[src/rtl/clo_pkg.sv]
// Shared constants and types for the current-loop output control block
package clo_pkg;

  // ==========================================================================
  // Setpoint coding: unsigned, one LSB is 0.01 mA
  localparam int SP_W = 12;
  typedef logic [SP_W-1:0] clo_sp_t;
  localparam clo_sp_t SP_ZERO = 12'h000;
  localparam clo_sp_t SP_4MA = 12'h190;
  localparam clo_sp_t SP_12MA = 12'h4B0;
  localparam clo_sp_t SP_20MA = 12'h7D0;
  localparam clo_sp_t SP_SQ_AMP = 12'h032;
  localparam clo_sp_t SP_ERR_DEF = 12'h898;
  localparam clo_sp_t SP_WARN_DEF = 12'h834;
  localparam clo_sp_t SP_SPAN_LIN = SP_20MA - SP_4MA;
  localparam clo_sp_t SP_SPAN_BIL = SP_12MA - SP_4MA;

  // ==========================================================================
  // Setting codes
  localparam logic [15:0] OMODE_OFF = 16'h0000;
  localparam logic [15:0] OMODE_LIN = 16'h0003;
  localparam logic [15:0] OMODE_BIL = 16'h0004;
  localparam logic [15:0] OMODE_FIX = 16'h0005;
  localparam logic [15:0] EMODE_OFF = 16'h0000;
  localparam logic [15:0] EMODE_ALT_E = 16'h0001;
  localparam logic [15:0] EMODE_ALT_EW = 16'h0002;
  localparam logic [15:0] EMODE_CONT_E = 16'h0003;
  localparam logic [15:0] EMODE_CONT_EW = 16'h0004;
  localparam logic [15:0] CHAN_OXY = 16'h0001;
  localparam logic [15:0] CHAN_TEMP = 16'h0002;

  // ==========================================================================
  // Timing: clock rate and the alternating overlay schedule in seconds
  localparam int CLK_PERIOD_NS = 20;
  localparam int SEC_NS = 1000000000;
  localparam int CYC_PER_SEC_DEF = SEC_NS / CLK_PERIOD_NS;
  localparam int SQ_PERIOD_S = 8;
  localparam int SQ_HALF_S = SQ_PERIOD_S / 2;
  localparam int SQ_CYCLES = 12;
  localparam int SQ_HALVES = 2 * SQ_CYCLES;
  localparam int PLAIN_S = 288;
  localparam int ALT_CYCLE_S = 384;

  // ==========================================================================
  // Overlay scheduler states, Gray along idle -> burst -> plain
  typedef enum logic [1:0]
  {
    ALT_IDLE = 2'b00,
    ALT_BURST = 2'b01,
    ALT_PLAIN = 2'b11
  } clo_alt_e;

endpackage : clo_pkg

[src/rtl/clo_current_loop_ctrl.sv]
// Setpoint control for a 4-20 mA current-loop output
//
// Operation
// - Output mode codes: 0 off, 3 linear, 4 bilinear, 5 fixed; others unsupported.
// - Mode off drives a zero setpoint and stops conversion.
// - Linear and bilinear scale the latest selected result between low and high.
// - Fixed mode holds the written fixed current regardless of results.
// - Bilinear uses two segments meeting at the mid value, which gives 12 mA.
// - Error modes: 0 off, 1/2 alternating, 3/4 continuous; 2 and 4 add warnings.
// - Alternating overlay adds +/-0.5 mA square wave, 8 s period, 12 cycles.
// - After each burst the plain setpoint is output for 288 s.
// - After the plain interval a new burst starts if the condition persists.
// - The base setpoint keeps tracking new results during the 384 s cycle.
// - Continuous modes hold the error or warning level while active.
// - In continuous modes the error level wins over the warning level.
// - Linear maps low to 4 mA and high to 20 mA, interpolating between.
// - Results below low clamp to 4 mA, above high clamp to 20 mA.
// - Channel code 0001 selects oxygen, 0002 selects temperature.
`timescale 1ns/1ns
module clo_current_loop_ctrl
  import clo_pkg::*;
#(
  parameter int CYC_PER_SEC = CYC_PER_SEC_DEF,
  parameter int VAL_W = 24
)
(
  input wire logic core_clk,
  input wire logic rst_n,
  input wire logic [15:0] out_mode,
  input wire logic [15:0] err_mode,
  input wire logic [15:0] chan_sel,
  input wire logic signed [VAL_W-1:0] range_low,
  input wire logic signed [VAL_W-1:0] range_mid,
  input wire logic signed [VAL_W-1:0] range_high,
  input wire logic [SP_W-1:0] fixed_current,
  input wire logic [SP_W-1:0] err_level,
  input wire logic err_level_we,
  input wire logic [SP_W-1:0] warn_level,
  input wire logic warn_level_we,
  input wire logic signed [VAL_W-1:0] oxy_value,
  input wire logic signed [VAL_W-1:0] temp_value,
  input wire logic result_valid,
  input wire logic err_active,
  input wire logic warn_active,
  output logic [SP_W-1:0] setpoint,
  output logic mode_supported,
  output logic burst_active,
  output logic conv_busy
);

  localparam int DIV_W = VAL_W + SP_W + 4;
  localparam int TICK_W = $clog2(CYC_PER_SEC);
  localparam logic [8:0] SEC_HALF_LAST = 9'(SQ_HALF_S - 1);
  localparam logic [8:0] SEC_PLAIN_LAST = 9'(PLAIN_S - 1);
  localparam logic [4:0] HALF_LAST = 5'(SQ_HALVES - 1);

  // ==========================================================================
  // Elaboration checks
  if (CYC_PER_SEC < 2 || VAL_W < 2 || ALT_CYCLE_S != SQ_CYCLES * SQ_PERIOD_S + PLAIN_S)
  begin : g_bad_cfg
    $error("clo_current_loop_ctrl: unusable parameter values");
  end

  // ==========================================================================
  // Result capture and settings
  logic signed [VAL_W-1:0] oxy_q, temp_q;
  logic [SP_W-1:0] err_lvl_q, warn_lvl_q;
  logic [16+16+3*VAL_W-1:0] cfg_q, cfg_now;
  logic is_conv_mode, chan_ok;
  // Latest result of each quantity is kept so a channel switch reconverts at once
  always_ff @(posedge core_clk or negedge rst_n)
  begin
    if (!rst_n)
    begin
      oxy_q <= '0;
      temp_q <= '0;
    end
    else if (result_valid)
    begin
      oxy_q <= oxy_value;
      temp_q <= temp_value;
    end
  end
  // Signalling levels start at their default values until written
  always_ff @(posedge core_clk or negedge rst_n)
  begin
    if (!rst_n)
    begin
      err_lvl_q <= SP_ERR_DEF;
      warn_lvl_q <= SP_WARN_DEF;
    end
    else
    begin
      if (err_level_we)
        err_lvl_q <= err_level;
      if (warn_level_we)
        warn_lvl_q <= warn_level;
    end
  end
  // Any change of mode, channel or range reconverts, so a mode switch refreshes the base once that conversion ends
  assign cfg_now = {out_mode, chan_sel, range_low, range_mid, range_high};
  always_ff @(posedge core_clk or negedge rst_n)
  begin
    if (!rst_n)
      cfg_q <= '0;
    else
      cfg_q <= cfg_now;
  end
  assign is_conv_mode = (out_mode == OMODE_LIN) || (out_mode == OMODE_BIL);
  assign chan_ok = (chan_sel == CHAN_OXY) || (chan_sel == CHAN_TEMP);
  assign mode_supported = is_conv_mode || (out_mode == OMODE_OFF) || (out_mode == OMODE_FIX);

  // ==========================================================================
  // Range scaling plan for the current result
  logic signed [VAL_W-1:0] x_sel;
  logic signed [VAL_W:0] seg_lo, seg_hi, num_diff, den_diff;
  logic direct;
  logic [SP_W-1:0] direct_val, seg_off, seg_span;
  logic [DIV_W-1:0] div_num, div_den;

  always_comb
  begin
    x_sel = (chan_sel == CHAN_TEMP) ? temp_q : oxy_q;
    direct = 1'b0;
    direct_val = SP_4MA;
    seg_off = SP_4MA;
    seg_span = SP_SPAN_LIN;
    seg_lo = (VAL_W+1)'(range_low);
    seg_hi = (VAL_W+1)'(range_high);
    if (x_sel <= range_low)
    begin
      direct = 1'b1;
      direct_val = SP_4MA;
    end
    else if (x_sel >= range_high)
    begin
      direct = 1'b1;
      direct_val = SP_20MA;
    end
    else if (out_mode == OMODE_BIL)
    begin
      seg_span = SP_SPAN_BIL;
      if (x_sel < range_mid)
        seg_hi = (VAL_W+1)'(range_mid);
      else
      begin
        seg_lo = (VAL_W+1)'(range_mid);
        seg_off = SP_12MA;
      end
    end
    num_diff = (VAL_W+1)'(x_sel) - seg_lo;
    den_diff = seg_hi - seg_lo;
    div_num = DIV_W'(num_diff[VAL_W-1:0]) * DIV_W'(seg_span);
    div_den = DIV_W'(den_diff[VAL_W-1:0]);
  end

  // ==========================================================================
  // Conversion sequencing and the base setpoint
  logic pend_q, conv_start, div_busy, div_done;
  logic [DIV_W-1:0] div_quo;
  logic [SP_W-1:0] off_q, base_q;

  // Off and fixed modes never start a conversion
  assign conv_start = pend_q && !div_busy && is_conv_mode && chan_ok;
  // A new trigger in the start cycle keeps the request pending
  always_ff @(posedge core_clk or negedge rst_n)
  begin
    if (!rst_n)
      pend_q <= 1'b0;
    else
      pend_q <= result_valid || (cfg_q != cfg_now) || (pend_q && !conv_start);
  end
  // A fresh direct clamp is newer than a divider result finishing alongside it
  always_ff @(posedge core_clk or negedge rst_n)
  begin
    if (!rst_n)
    begin
      off_q <= SP_4MA;
      base_q <= SP_4MA;
    end
    else if (conv_start)
    begin
      off_q <= seg_off;
      if (direct)
        base_q <= direct_val;
    end
    else if (div_done)
      base_q <= off_q + div_quo[SP_W-1:0];
  end
  // Clamped results skip the divider and land at once
  clo_divider #(.W(DIV_W)) u_div (
    .core_clk(core_clk), .rst_n(rst_n), .start(conv_start && !direct),
    .dividend(div_num), .divisor(div_den),
    .busy(div_busy), .done(div_done), .quotient(div_quo)
  );
  assign conv_busy = pend_q || div_busy;

  // ==========================================================================
  // Alternating overlay scheduler on a seconds time base
  clo_alt_e alt_q;
  logic [TICK_W-1:0] tick_q;
  logic [8:0] sec_q;
  logic [4:0] half_q;
  logic tick, alt_en, alt_cond;

  assign alt_en = (err_mode == EMODE_ALT_E) || (err_mode == EMODE_ALT_EW);
  assign alt_cond = err_active || ((err_mode == EMODE_ALT_EW) && warn_active);
  assign tick = (tick_q == TICK_W'(CYC_PER_SEC - 1));
  // Seconds prescaler restarts in idle so a burst starts on a whole second
  always_ff @(posedge core_clk or negedge rst_n)
  begin
    if (!rst_n)
      tick_q <= '0;
    else
      tick_q <= (alt_q == ALT_IDLE || tick) ? '0 : tick_q + 1'b1;
  end
  // A started burst runs its full twelve cycles unless the error mode leaves alternating; idle clears the counters before a burst from idle
  always_ff @(posedge core_clk or negedge rst_n)
  begin
    if (!rst_n)
    begin
      alt_q <= ALT_IDLE;
      sec_q <= '0;
      half_q <= '0;
    end
    else if (!alt_en)
      alt_q <= ALT_IDLE;
    else
    begin
      unique case (alt_q)
        ALT_IDLE:
        begin
          sec_q <= '0;
          half_q <= '0;
          if (alt_cond)
            alt_q <= ALT_BURST;
        end
        ALT_BURST:
          if (tick)
          begin
            if (sec_q == SEC_HALF_LAST)
            begin
              sec_q <= '0;
              half_q <= half_q + 1'b1;
              if (half_q == HALF_LAST)
              begin
                half_q <= '0;
                alt_q <= ALT_PLAIN;
              end
            end
            else
              sec_q <= sec_q + 1'b1;
          end
        ALT_PLAIN:
          if (tick)
          begin
            if (sec_q == SEC_PLAIN_LAST)
            begin
              sec_q <= '0;
              alt_q <= alt_cond ? ALT_BURST : ALT_IDLE;
            end
            else
              sec_q <= sec_q + 1'b1;
          end
        default:
          alt_q <= ALT_IDLE;
      endcase
    end
  end
  assign burst_active = (alt_q == ALT_BURST);

  // ==========================================================================
  // Final setpoint selection
  logic [SP_W-1:0] setpoint_d, setpoint_q;
  always_comb
  begin
    setpoint_d = SP_ZERO;
    unique case (out_mode)
      OMODE_OFF: setpoint_d = SP_ZERO;
      OMODE_FIX: setpoint_d = fixed_current;
      OMODE_LIN, OMODE_BIL:
      begin
        setpoint_d = base_q;
        if ((err_mode == EMODE_CONT_E || err_mode == EMODE_CONT_EW) && err_active)
          setpoint_d = err_lvl_q;
        else if (err_mode == EMODE_CONT_EW && warn_active)
          setpoint_d = warn_lvl_q;
        else if (alt_q == ALT_BURST)
          setpoint_d = half_q[0] ? base_q - SP_SQ_AMP : base_q + SP_SQ_AMP;
      end
      default: setpoint_d = SP_ZERO;
    endcase
  end
  // Registered so the converter stage never sees a decode glitch
  always_ff @(posedge core_clk or negedge rst_n)
  begin
    if (!rst_n)
      setpoint_q <= SP_ZERO;
    else
      setpoint_q <= setpoint_d;
  end
  assign setpoint = setpoint_q;
endmodule : clo_current_loop_ctrl

[src/rtl/clo_divider.sv]
// Sequential restoring divider used for the range scaling
`timescale 1ns/1ns
module clo_divider
  import clo_pkg::*;
#(
  parameter int W = 40
)
(
  input wire logic core_clk,
  input wire logic rst_n,
  input wire logic start,
  input wire logic [W-1:0] dividend,
  input wire logic [W-1:0] divisor,
  output logic busy,
  output logic done,
  output logic [W-1:0] quotient
);

  // ==========================================================================
  // Elaboration check
  if (W < 2)
  begin : g_bad_w
    $error("clo_divider: W must be at least 2");
  end

  logic [W:0] rem_q;
  logic [W-1:0] quo_q;
  logic [W-1:0] den_q;
  logic [$clog2(W+1)-1:0] cnt_q;
  logic busy_q;
  logic done_q;
  logic [W:0] trial;

  // Trial subtraction of the shifted remainder
  assign trial = {rem_q[W-1:0], quo_q[W-1]} - {1'b0, den_q};

  // ==========================================================================
  // One quotient bit per clock; W clocks per division
  always_ff @(posedge core_clk or negedge rst_n)
  begin
    if (!rst_n)
    begin
      rem_q <= '0;
      quo_q <= '0;
      den_q <= '0;
      cnt_q <= '0;
      busy_q <= 1'b0;
      done_q <= 1'b0;
    end
    else
    begin
      done_q <= 1'b0;
      if (start && !busy_q)
      begin
        rem_q <= '0;
        quo_q <= dividend;
        den_q <= divisor;
        cnt_q <= ($clog2(W+1))'(W);
        busy_q <= 1'b1;
      end
      else if (busy_q)
      begin
        if (!trial[W])
        begin
          rem_q <= trial;
          quo_q <= {quo_q[W-2:0], 1'b1};
        end
        else
        begin
          rem_q <= {rem_q[W-1:0], quo_q[W-1]};
          quo_q <= {quo_q[W-2:0], 1'b0};
        end
        cnt_q <= cnt_q - 1'b1;
        if (cnt_q == 1)
        begin
          busy_q <= 1'b0;
          done_q <= 1'b1;
        end
      end
    end
  end

  assign busy = busy_q;
  assign done = done_q;
  assign quotient = quo_q; // Holds until the next start

endmodule : clo_divider

[config.mk]
export PLATFORM = sky130hd
export DESIGN_NAME = clo_current_loop_ctrl
export DESIGN_NICKNAME = d
export VERILOG_FILES = /design/src/rtl/clo_pkg.sv /design/src/rtl/clo_current_loop_ctrl.sv /design/src/rtl/clo_divider.sv
export SDC_FILE = /design/constraint.sdc
export NUM_CORES = 1
export LEC_CHECK = 0
export BUFFER_PORTS_ARGS = -buffer_cell sky130_fd_sc_hd__buf_2
export CAP_MARGIN = 0
export CORE_MARGIN = 2
export CORE_UTILIZATION = 35
export CTS_BUF_LIST = sky130_fd_sc_hd__clkbuf_16
export DETAILED_ROUTE_END_ITERATION = 12
export GPL_ROUTABILITY_DRIVEN = 0
export PLACE_DENSITY = 0.55
export SYNTH_ARGS = -nofsm -noshare
export SYNTH_HDL_FRONTEND = slang
export SYNTH_SLANG_ARGS = --single-unit
[constraint.sdc]
create_clock -name core_clk -period 12 [get_ports core_clk]
set_input_delay 3.6 -clock core_clk [delete_from_list [all_inputs] [get_ports core_clk]]
set_output_delay 3.6 -clock core_clk [all_outputs]
set_load 0.05 [all_outputs]
==> key figures, run 1 <==
GRT
  – GR Overflow Total: 0
  – Antenna violations before repair: 5
  – Tot GR Track Use: 0.214
  – GR Util met1: 0.277
  – Global route hottest layer: met2
  – Largest net degree at the start of global routing: around 170
  – Vias in the first global route: about 23,000
  – First-pass GRT wire length: between 100 and 150 mm
  – Grt met2 use: 0.366
  – M3 GR Usage: 0.0280

Route
  – Vias per inst: about 5.2
  – DRC Markers: 4
  – 1st-iter DRT viols: about 1,400
  – Antenna viol nets, final: 0
  – Detailed Route WL: 82.2 mm
  – Vias: 22,700
  – First-pass detailed-route iteration total: 12
  – Routed WL per cell: around 19 µm

Die
  – # IOs: approximately 230
  – Full die area: between 70,000 and 80,000 µm²
  – Row cnt: just under 100
  – Initial Utilization: 0.354
  – Die Wd: roughly 280 µm
  – Core area: 73,100 µm²
  – Die height: roughly 280 µm

Final layout
  – Nets: roughly 3,900
  – Reg area: 8950 µm²
  – Non-Filler Instances: between 4,000 and 5,000
  – Share of cells above drive strength 1: 0.300
  – Multi-input logic area: ~17,000 µm²
  – FILL cells: a little under 7,000
  – Area grow syn2layout: 31.2%

Pwr
  – Clock share of power: 0.171
  – Logic gate share of total power: 0.660
  – Leak: roughly 16 nW
  – Power Density: around 220 nW/µm²
  – Internal power: about 0.0046 W
  – Switch share: 0.388
  – Net load switching power: about 0.0029 W
  – Seq pwr share: 0.169
  – Maximum VDD drop: approximately 260 µV

Critical path
  – CP max-delay cell: or4_4
  – R2R Path Start: temp_q[11]
  – Setup Crit Path Kind: input pin to register
  – Crit-path max FO: 6
  – Critical path startpoint: chan_sel[10]
  – Most frequent CP cell: ha_4
  – Startpoint types: input pin
  – CP max stage delay: 530 ps
  – Crit path arrival time: approximately 13,000 ps
  – Required @ worst endpoint: roughly 12,000 ps
  – Crit end category: register

CTS
  – CTS Buffer Depth: 3
  – TritonCTS sink count: 357
  – Clk pin slew, worst setup/hold paths: around 60 ps
  – Hold Buf Count CTS: 0
  – Root Driver: clkbuf_16
  – CTS tree: yes
  – CTS Buf Count: 42
  – H-tree Lvls: 2
  – Later-pin clock latency in the skew report: a little over 600 ps

Synth
  – Mean Syn Cell Area: 9.30 µm²
  – YS warnings: 0
  – Post-synthesis cell area: between 20,000 and 30,000 µm²
  – Most used flip-flop cell after synthesis: dfrtp_1
  – Post-synth EDFFs: 0
  – Synth cell types: 80
  – Fraction of registers with async set or reset after synthesis: 1.00
  – Cells after Synth: approximately 2,800
  – Number of synthesized register bits: 357
  – Seq/Total Area, Yosys: 0.346

Job
  – Maxcap violations: 0

Timing
  – Min Clock Period, post-route: approximately 13,000 ps
  – Final setup vio count: 19
  – Slew @ Worst Pin: about 1300 ps
  – FMAX: 79.0 MHz
  – Skew final: about 36 ps
  – Hold Violations, Final: 0
  – Min Hold Slack: 482 ps
  – Unrepaired setup endpoints after global routing: yes
  – Period utilization: 1.05
  – Rel. slew slack: 0.143
  – Final count of pins violating max slew: 0
  – Setup ws final: -656 ps

Worst hold path
  – Worst min-delay path category: register to register
  – Min-delay src: u_div.den_q[13]

Place
  – Inst Count DP: roughly 4,200
  – Input/output buffers: approximately 230
  – DP HPWL: 64.3 mm

Run status
  – Failing checks: design-rule violations, negative setup slack
  – Run status: complete, but fails checks
==> per-layer routing <==
metal  vias to the layer above  share of wire
li1                      10800              -
met1                     11100           0.44
met2                       616           0.48
met3                       179          0.050
met4                         0          0.040
met5                         -              0
==> kinds of logic (layout without fill, tap and decap cells) <==
group	count (synthesis)	after routing	share of synthesized area
flip-flops	357	357	0.346
multiplexers	126	126	0.0534
XOR/XNOR	195	195	0.0660
AO/OA/AOI/OAI	626	626	0.152
other	1	4	0.000145
buffers and inverters	374	955	0.0554
adder cells (fa/ha/maj)	341	341	0.185
AND/OR/NAND/NOR	761	761	0.142
==> per-stage QoR <==
step | area [µm²] | power (W) | setup slack (ps) | util | TNS, ps
detailed placement | 30900 | 0.00525 | -1400 | 0.422 | -19440
floorplan | 26500 | 0.00397 | -840 | - | -8370
global route | 33900 | 0.00818 | -962 | 0.464 | -12200
global placement | 30900 | 0.00524 | -1300 | 0.422 | -17420
CTS | 33200 | 0.00716 | -538 | 0.455 | -3700
finish | 33900 | 0.00752 | -656 | 0.464 | -6610
==> synthesized netlist by cell type (16+ instances only) <==
cell	number	area (µm²)
a211oi_1	21	158
a21o_1	45	338
a21oi_1	163	816
a31oi_1	18	113
and3_1	20	125
clkbuf_1	70	263
dfrtp_1	345	8630
fa_1	69	1380
ha_1	272	3400
inv_1	290	1090
mux2_2	97	1090
mux2i_1	29	290
nand2_1	224	841
nand2b_1	29	181
nand3_1	56	280
nand4_1	41	257
nor2_1	208	781
nor2b_1	27	169
nor3_1	39	195
nor4_1	33	206
o211ai_1	19	143
o21a_1	18	135
o21ai_0	161	806
o21ai_1	17	85.1
o21bai_1	18	135
o22ai_1	31	194
o31ai_1	18	135
or3_1	16	100
xnor2_1	113	990
xor2_1	82	718
==> final timing paths <==
kind                       cells past startpoint  slack (ps)                 end
max                                           47        -660  u_div.quotient[32]
min                                            2         480     u_div.den_q[13]
max reg2reg                                   41        3180  u_div.quotient[32]
min reg2reg                                    2         480     u_div.den_q[13]
max in group asynchronous                      2        7330  u_div.quotient[29]
min in group asynchronous                      1        3080            sec_q[5]
==> power groups by stage <==
stage               sequential (W)  combinational, W  clock [W]
global route               0.00127           0.00553    0.00137
detailed placement         0.00129           0.00395          0
global placement           0.00129           0.00395          0
CTS                        0.00127           0.00456    0.00132
floorplan                  0.00128           0.00269          0
finish                     0.00127           0.00496    0.00129
==> worst max-delay path, delay by kind of cell <==
family | cells | cell delay (ps)
AOI/OAI and AO/OA | 15 | 2960
adders and majority gates | 9 | 2750
and+or+nand+nor | 9 | 1660
buffers and inverters | 10 | 1200
muxes | 2 | 540
xor gates and xnor gates | 2 | 340
==> cells in the final DEF (no fill, tap or decap), types with 16 or more instances in the layout <==
| cell | instances |
|---|---|
| clkbuf_16 | 42 |
| o21ai_0 | 144 |
| and3_1 | 19 |
| buf_4 | 345 |
| ha_4 | 80 |
| o22ai_1 | 29 |
| fa_1 | 66 |
| a31oi_1 | 17 |
| nor3_1 | 36 |
| o21bai_1 | 18 |
| a21o_1 | 45 |
| nor2_1 | 189 |
| o21a_1 | 18 |
| xor2_1 | 76 |
| buf_2 | 221 |
| dfrtp_1 | 344 |
| mux2i_1 | 27 |
| o211ai_1 | 19 |
| a21oi_1 | 130 |
| nor2_2 | 16 |
| nand2_1 | 221 |
| mux2_4 | 21 |
| nand2b_1 | 29 |
| mux2_2 | 76 |
| nand3_1 | 49 |
| nand4_1 | 41 |
| a21oi_2 | 31 |
| nor4_1 | 29 |
| nor2b_1 | 22 |
| o21ai_1 | 29 |
| or3_1 | 16 |
| xnor2_1 | 106 |
| inv_1 | 286 |
| ha_1 | 188 |
==> timing repair <==
| action | CTS | global route |
|---|---|---|
| cloned | 2 | 0 |
| endpoints found under the setup margin | 16 | 20 |
| pin swaps | 80 | 110 |
| setup buffers | 24 | 19 |
| gates resized for setup | 125 | 106 |
==> sequential cells by signal, summed over array words and instances, names as in the netlist <==
name            cells
setpoint           12
off_q               2
u_div.quotient     40
u_div.den_q        24
pend_q              1
tick_q             26
u_div.busy          1
oxy_q              24
base_q             12
half_q              5
cfg_q             104
alt_q               2
warn_lvl_q         12
temp_q             24
u_div.cnt_q         6
err_lvl_q          12
u_div.done          1
u_div.rem_q        40
sec_q               9
==> cell type report <==
type                            count  area share
Multi-Input combinational cell   2051       0.511
Sequential cell                   357       0.264
Timing Repair Buffer              587       0.117
Tap cell                          959      0.0354
Inverter                          291      0.0322
Clock buffer                       42      0.0310
Clock inverter                     35     0.00973
Antenna cell                        2    0.000147
Note: power is estimated with default switching activity, not from simulation.
==> inputs of run 2 (changes only) <==
--- a/config.mk
+++ b/config.mk
@@ -12,7 +12,8 @@
 export CTS_BUF_LIST = sky130_fd_sc_hd__clkbuf_16
 export DETAILED_ROUTE_END_ITERATION = 12
 export GPL_ROUTABILITY_DRIVEN = 0
-export PLACE_DENSITY = 0.55
+export PLACE_DENSITY = 0.54
 export SYNTH_ARGS = -nofsm -noshare
 export SYNTH_HDL_FRONTEND = slang
+export SYNTH_HIERARCHICAL = 1
 export SYNTH_SLANG_ARGS = --single-unit
==> run 2 against run 1 <==
  * The run ends with negative setup slack left
  * Synthesized area rose by 5.4%
  * Non-clock buffer count rose by 46
  * Hold slack got worse by 7.3 ps
  * Fmax rose by 1.4%
  * Cell count rose by 5.7%
  * Combinational power fell by 2%
  * Total power rose by 0.79%
==> key figures, run 2 <==
Route
  – Routed WL per cell: 18.2 µm (-4.2%)
  – Vias: 22,600 (-0.39%)
  – 1st-iter DRT viols: 1,147 (-18%)
  – DRC Markers: 0 (-4)
  – Vias per inst: 4.94 (-5.8%)
  – Detailed Route WL: 83.3 mm (+1.3%)
  – First-pass detailed-route iteration total: 5 (-7)
  – Antenna viol nets, final: 0 (unchanged)

Die
  – Row cnt: 102 (+3.0%)
  – Full die area: 80,200 µm² (+5.3%)
  – # IOs: 226 (unchanged)
  – Initial Utilization: 0.353 (-0.00150)
  – Core area: 77,300 µm² (+5.8%)
  – Die height: 283 µm (+2.6%)
  – Die Wd: 283 µm (+2.6%)

GRT
  – GR Overflow Total: 0 (unchanged)
  – Largest net degree at the start of global routing: 85 (-50%)
  – Antenna violations before repair: 4 (-1)
  – Tot GR Track Use: 0.207 (-0.00665)
  – Vias in the first global route: 23,000 (-1.1%)
  – First-pass GRT wire length: 131 mm (+2.0%)

Timing
  – Skew final: 19.4 ps (-16.7 ps)
  – Hold Violations, Final: 0 (unchanged)
  – Setup ws final: -480 ps (+176 ps)
  – Unrepaired setup endpoints after global routing: yes
  – Min Clock Period, post-route: 12,480 ps (-176 ps)
  – Rel. slew slack: 0.307 (+0.164)
  – Period utilization: 1.04 (-0.0147)
  – Final setup vio count: 14 (-5)
  – Final count of pins violating max slew: 0 (unchanged)
  – Min Hold Slack: 475 ps (-7.27 ps)
  – FMAX: 80.1 MHz (+1.4%)
  – Slew @ Worst Pin: 1040 ps (-218 ps)
  – Setup TNS: -3900 ps (+2710 ps)

Pwr
  – Maximum VDD drop: 315 µV (+21%)
  – Power Density: 211 nW/µm² (-4.7%)
  – Tot Pwr: 0.00758 W (+0.79%)
  – Leak: 17.1 nW (+8.5%)

Synth
  – Cells after Synth: 2,875 (+3.4%)
  – Synth cell types: 85 (+6.3%)
  – Top cell type's share of synthesized area: 0.331 (-0.00234)
  – Area leader, netlist: dfrtp_1
  – Mean Syn Cell Area: 9.48 µm² (+1.9%)
  – Fraction of registers with async set or reset after synthesis: 1.00 (unchanged)
  – Most frequent cell after synthesis: dfrtp_1
  – Number of synthesized register bits: 373 (+4.5%)
  – Seq/Total Area, Yosys: 0.343 (-0.00296)
  – Synth cell count leaders: dfrtp_1 (361), ha_1 (288), inv_1 (286)
  – Area contributors post-synth: dfrtp_1 (33%), ha_1 (13%), fa_1 (5.0%), xnor2_1 (4.2%), mux2_2 (4.1%)
  – Post-synth EDFFs: 0 (unchanged)
  – Most used flip-flop cell after synthesis: dfrtp_1
  – Post-synthesis cell area: 27,300 µm² (+5.4%)
  – YS warnings: 6 (+6)

Place
  – Input/output buffers: 225 (unchanged)
  – DP HPWL: 66.1 mm (+2.8%)
  – Placed inst area: 32,900 µm² (+6.7%)

Run status
  – Run status: complete, but fails checks
  – Failing checks: negative setup slack

Final layout
  – Nets: 4,064 (+4.7%)
  – Share of cells above drive strength 1: 0.300 (about the same)
  – Ant. Diodes: 0 (-2)
  – Final Util: 0.464 (about the same)
  – Commonest cells after routing, fill and taps aside: buf_4 (393), dfrtp_1 (360), inv_1 (275)
  – Final Cell Area: 35,900 µm² (+5.7%)
  – Most common cell after layout, fill and taps aside: buf_4
  – Most flop-heavy register: cfg_q
  – Max reg flops: 104 (unchanged)
  – Area grow syn2layout: 31.6%

Job
  – Maxcap violations: 0 (unchanged)

CTS
  – CTS tree: yes
  – Later-pin clock latency in the skew report: 600 ps (about the same)
  – H-tree Lvls: 2 (unchanged)
  – TritonCTS sink count: 373 (+4.5%)
  – Clk pin slew, worst setup/hold paths: 60 ps (about the same)
  – Root Driver: clkbuf_16
  – CTS Buffer Depth: 3 (unchanged)
  – CTS Buf Count: 45 (+7.1%)

Critical path
  – Crit end category: register
  – Crit-path max FO: 6 (unchanged)
  – CP max stage delay: 500 ps (-30 ps)
  – Startpoint types: input pin
  – CP max-delay cell: fa_1
  – Required @ worst endpoint: 12,520 ps (+80 ps)
  – Most frequent CP cell: ha_4
  – Setup Crit Path Kind: input pin to register
  – Crit path arrival time: 13,000 ps (-100 ps)

Worst hold path
  – Worst min-delay path category: register to register
## run 2: path summary, 6_finish.rpt
kind,from,end,slack [ps],cells past startpoint
max,chan_sel[5],u_div/quotient[35],-480,46
min,half_q[4],half_q[4],470,1
max reg2reg,temp_q[16],u_div/quotient[35],3030,41
min reg2reg,half_q[4],half_q[4],470,1
max in group asynchronous,rst_n,temp_q[18],6860,3
min in group asynchronous,rst_n,u_div/den_q[34],3000,1
## run 2: per-stage QoR
step,setup WS (ps),instances
after floorplan,-462,2900
after global placement,-1080,4439
after detailed placement,-1290,4439
after CTS,-381,4552
after global routing,-977,4572
final,-480,4572
## run 2: report_power, final
part	leakage [nW]	internal (W)	switching [W]	total (W)
clock network	0.750	0.000816	0.000588	0.00140
registers	4.21	0.00130	0.0000229	0.00133
logic	12.2	0.00265	0.00220	0.00485
total	17.1	0.00477	0.00281	0.00758
## run 2: kinds of logic (layout without fill, tap and decap cells)
logic type	after synthesis	count (layout)	share of synthesized area
simple gates	695	695	0.122
compound gates	671	671	0.156
flops	373	373	0.343
buf+inv	370	1002	0.0521
fa+ha+maj	356	356	0.182
xor+xnor	212	212	0.0688
mux	196	196	0.0765
other cells	2	27	0.000275
## run 2: area by class of cell
cell class              instances  area [µm²]
clock buffers                  45        1130
clock inverters                37         368
fillers                      7469       41500
inverters                     287        1080
multi-input cells            2157       18300
flip-flops and latches        373        9350
well taps                    1040        1300
repair buffers                633        4330
## run 2: what timing repair did
item,CTS,global route
pin swaps,109,68
setup endpoints to repair,13,19
gates resized for setup,108,80
gates cloned,2,0
hold buffers,0,0
setup buffers,29,21
## run 2: worst max-delay path: cells and delay by family
| kind | cells | cell delay, ps |
|---|---|---|
| buffers and inverters | 8 | 950 |
| muxes | 4 | 760 |
| AOI/OAI and AO/OA | 15 | 2940 |
| adders and majority gates | 8 | 2630 |
| xor gates and xnor gates | 2 | 300 |
| and+or+nand+nor | 9 | 1790 |
## run 2: layer usage
layer,share of wire,track usage,wire length [µm],up-vias
met2,0.45,0.334,37400,539
met5,0.00065,0,54,-
met4,0.043,0.0836,3600,8
met3,0.052,0.0366,4340,134
li1,-,-,-,11300
met1,0.45,0.275,37800,10600
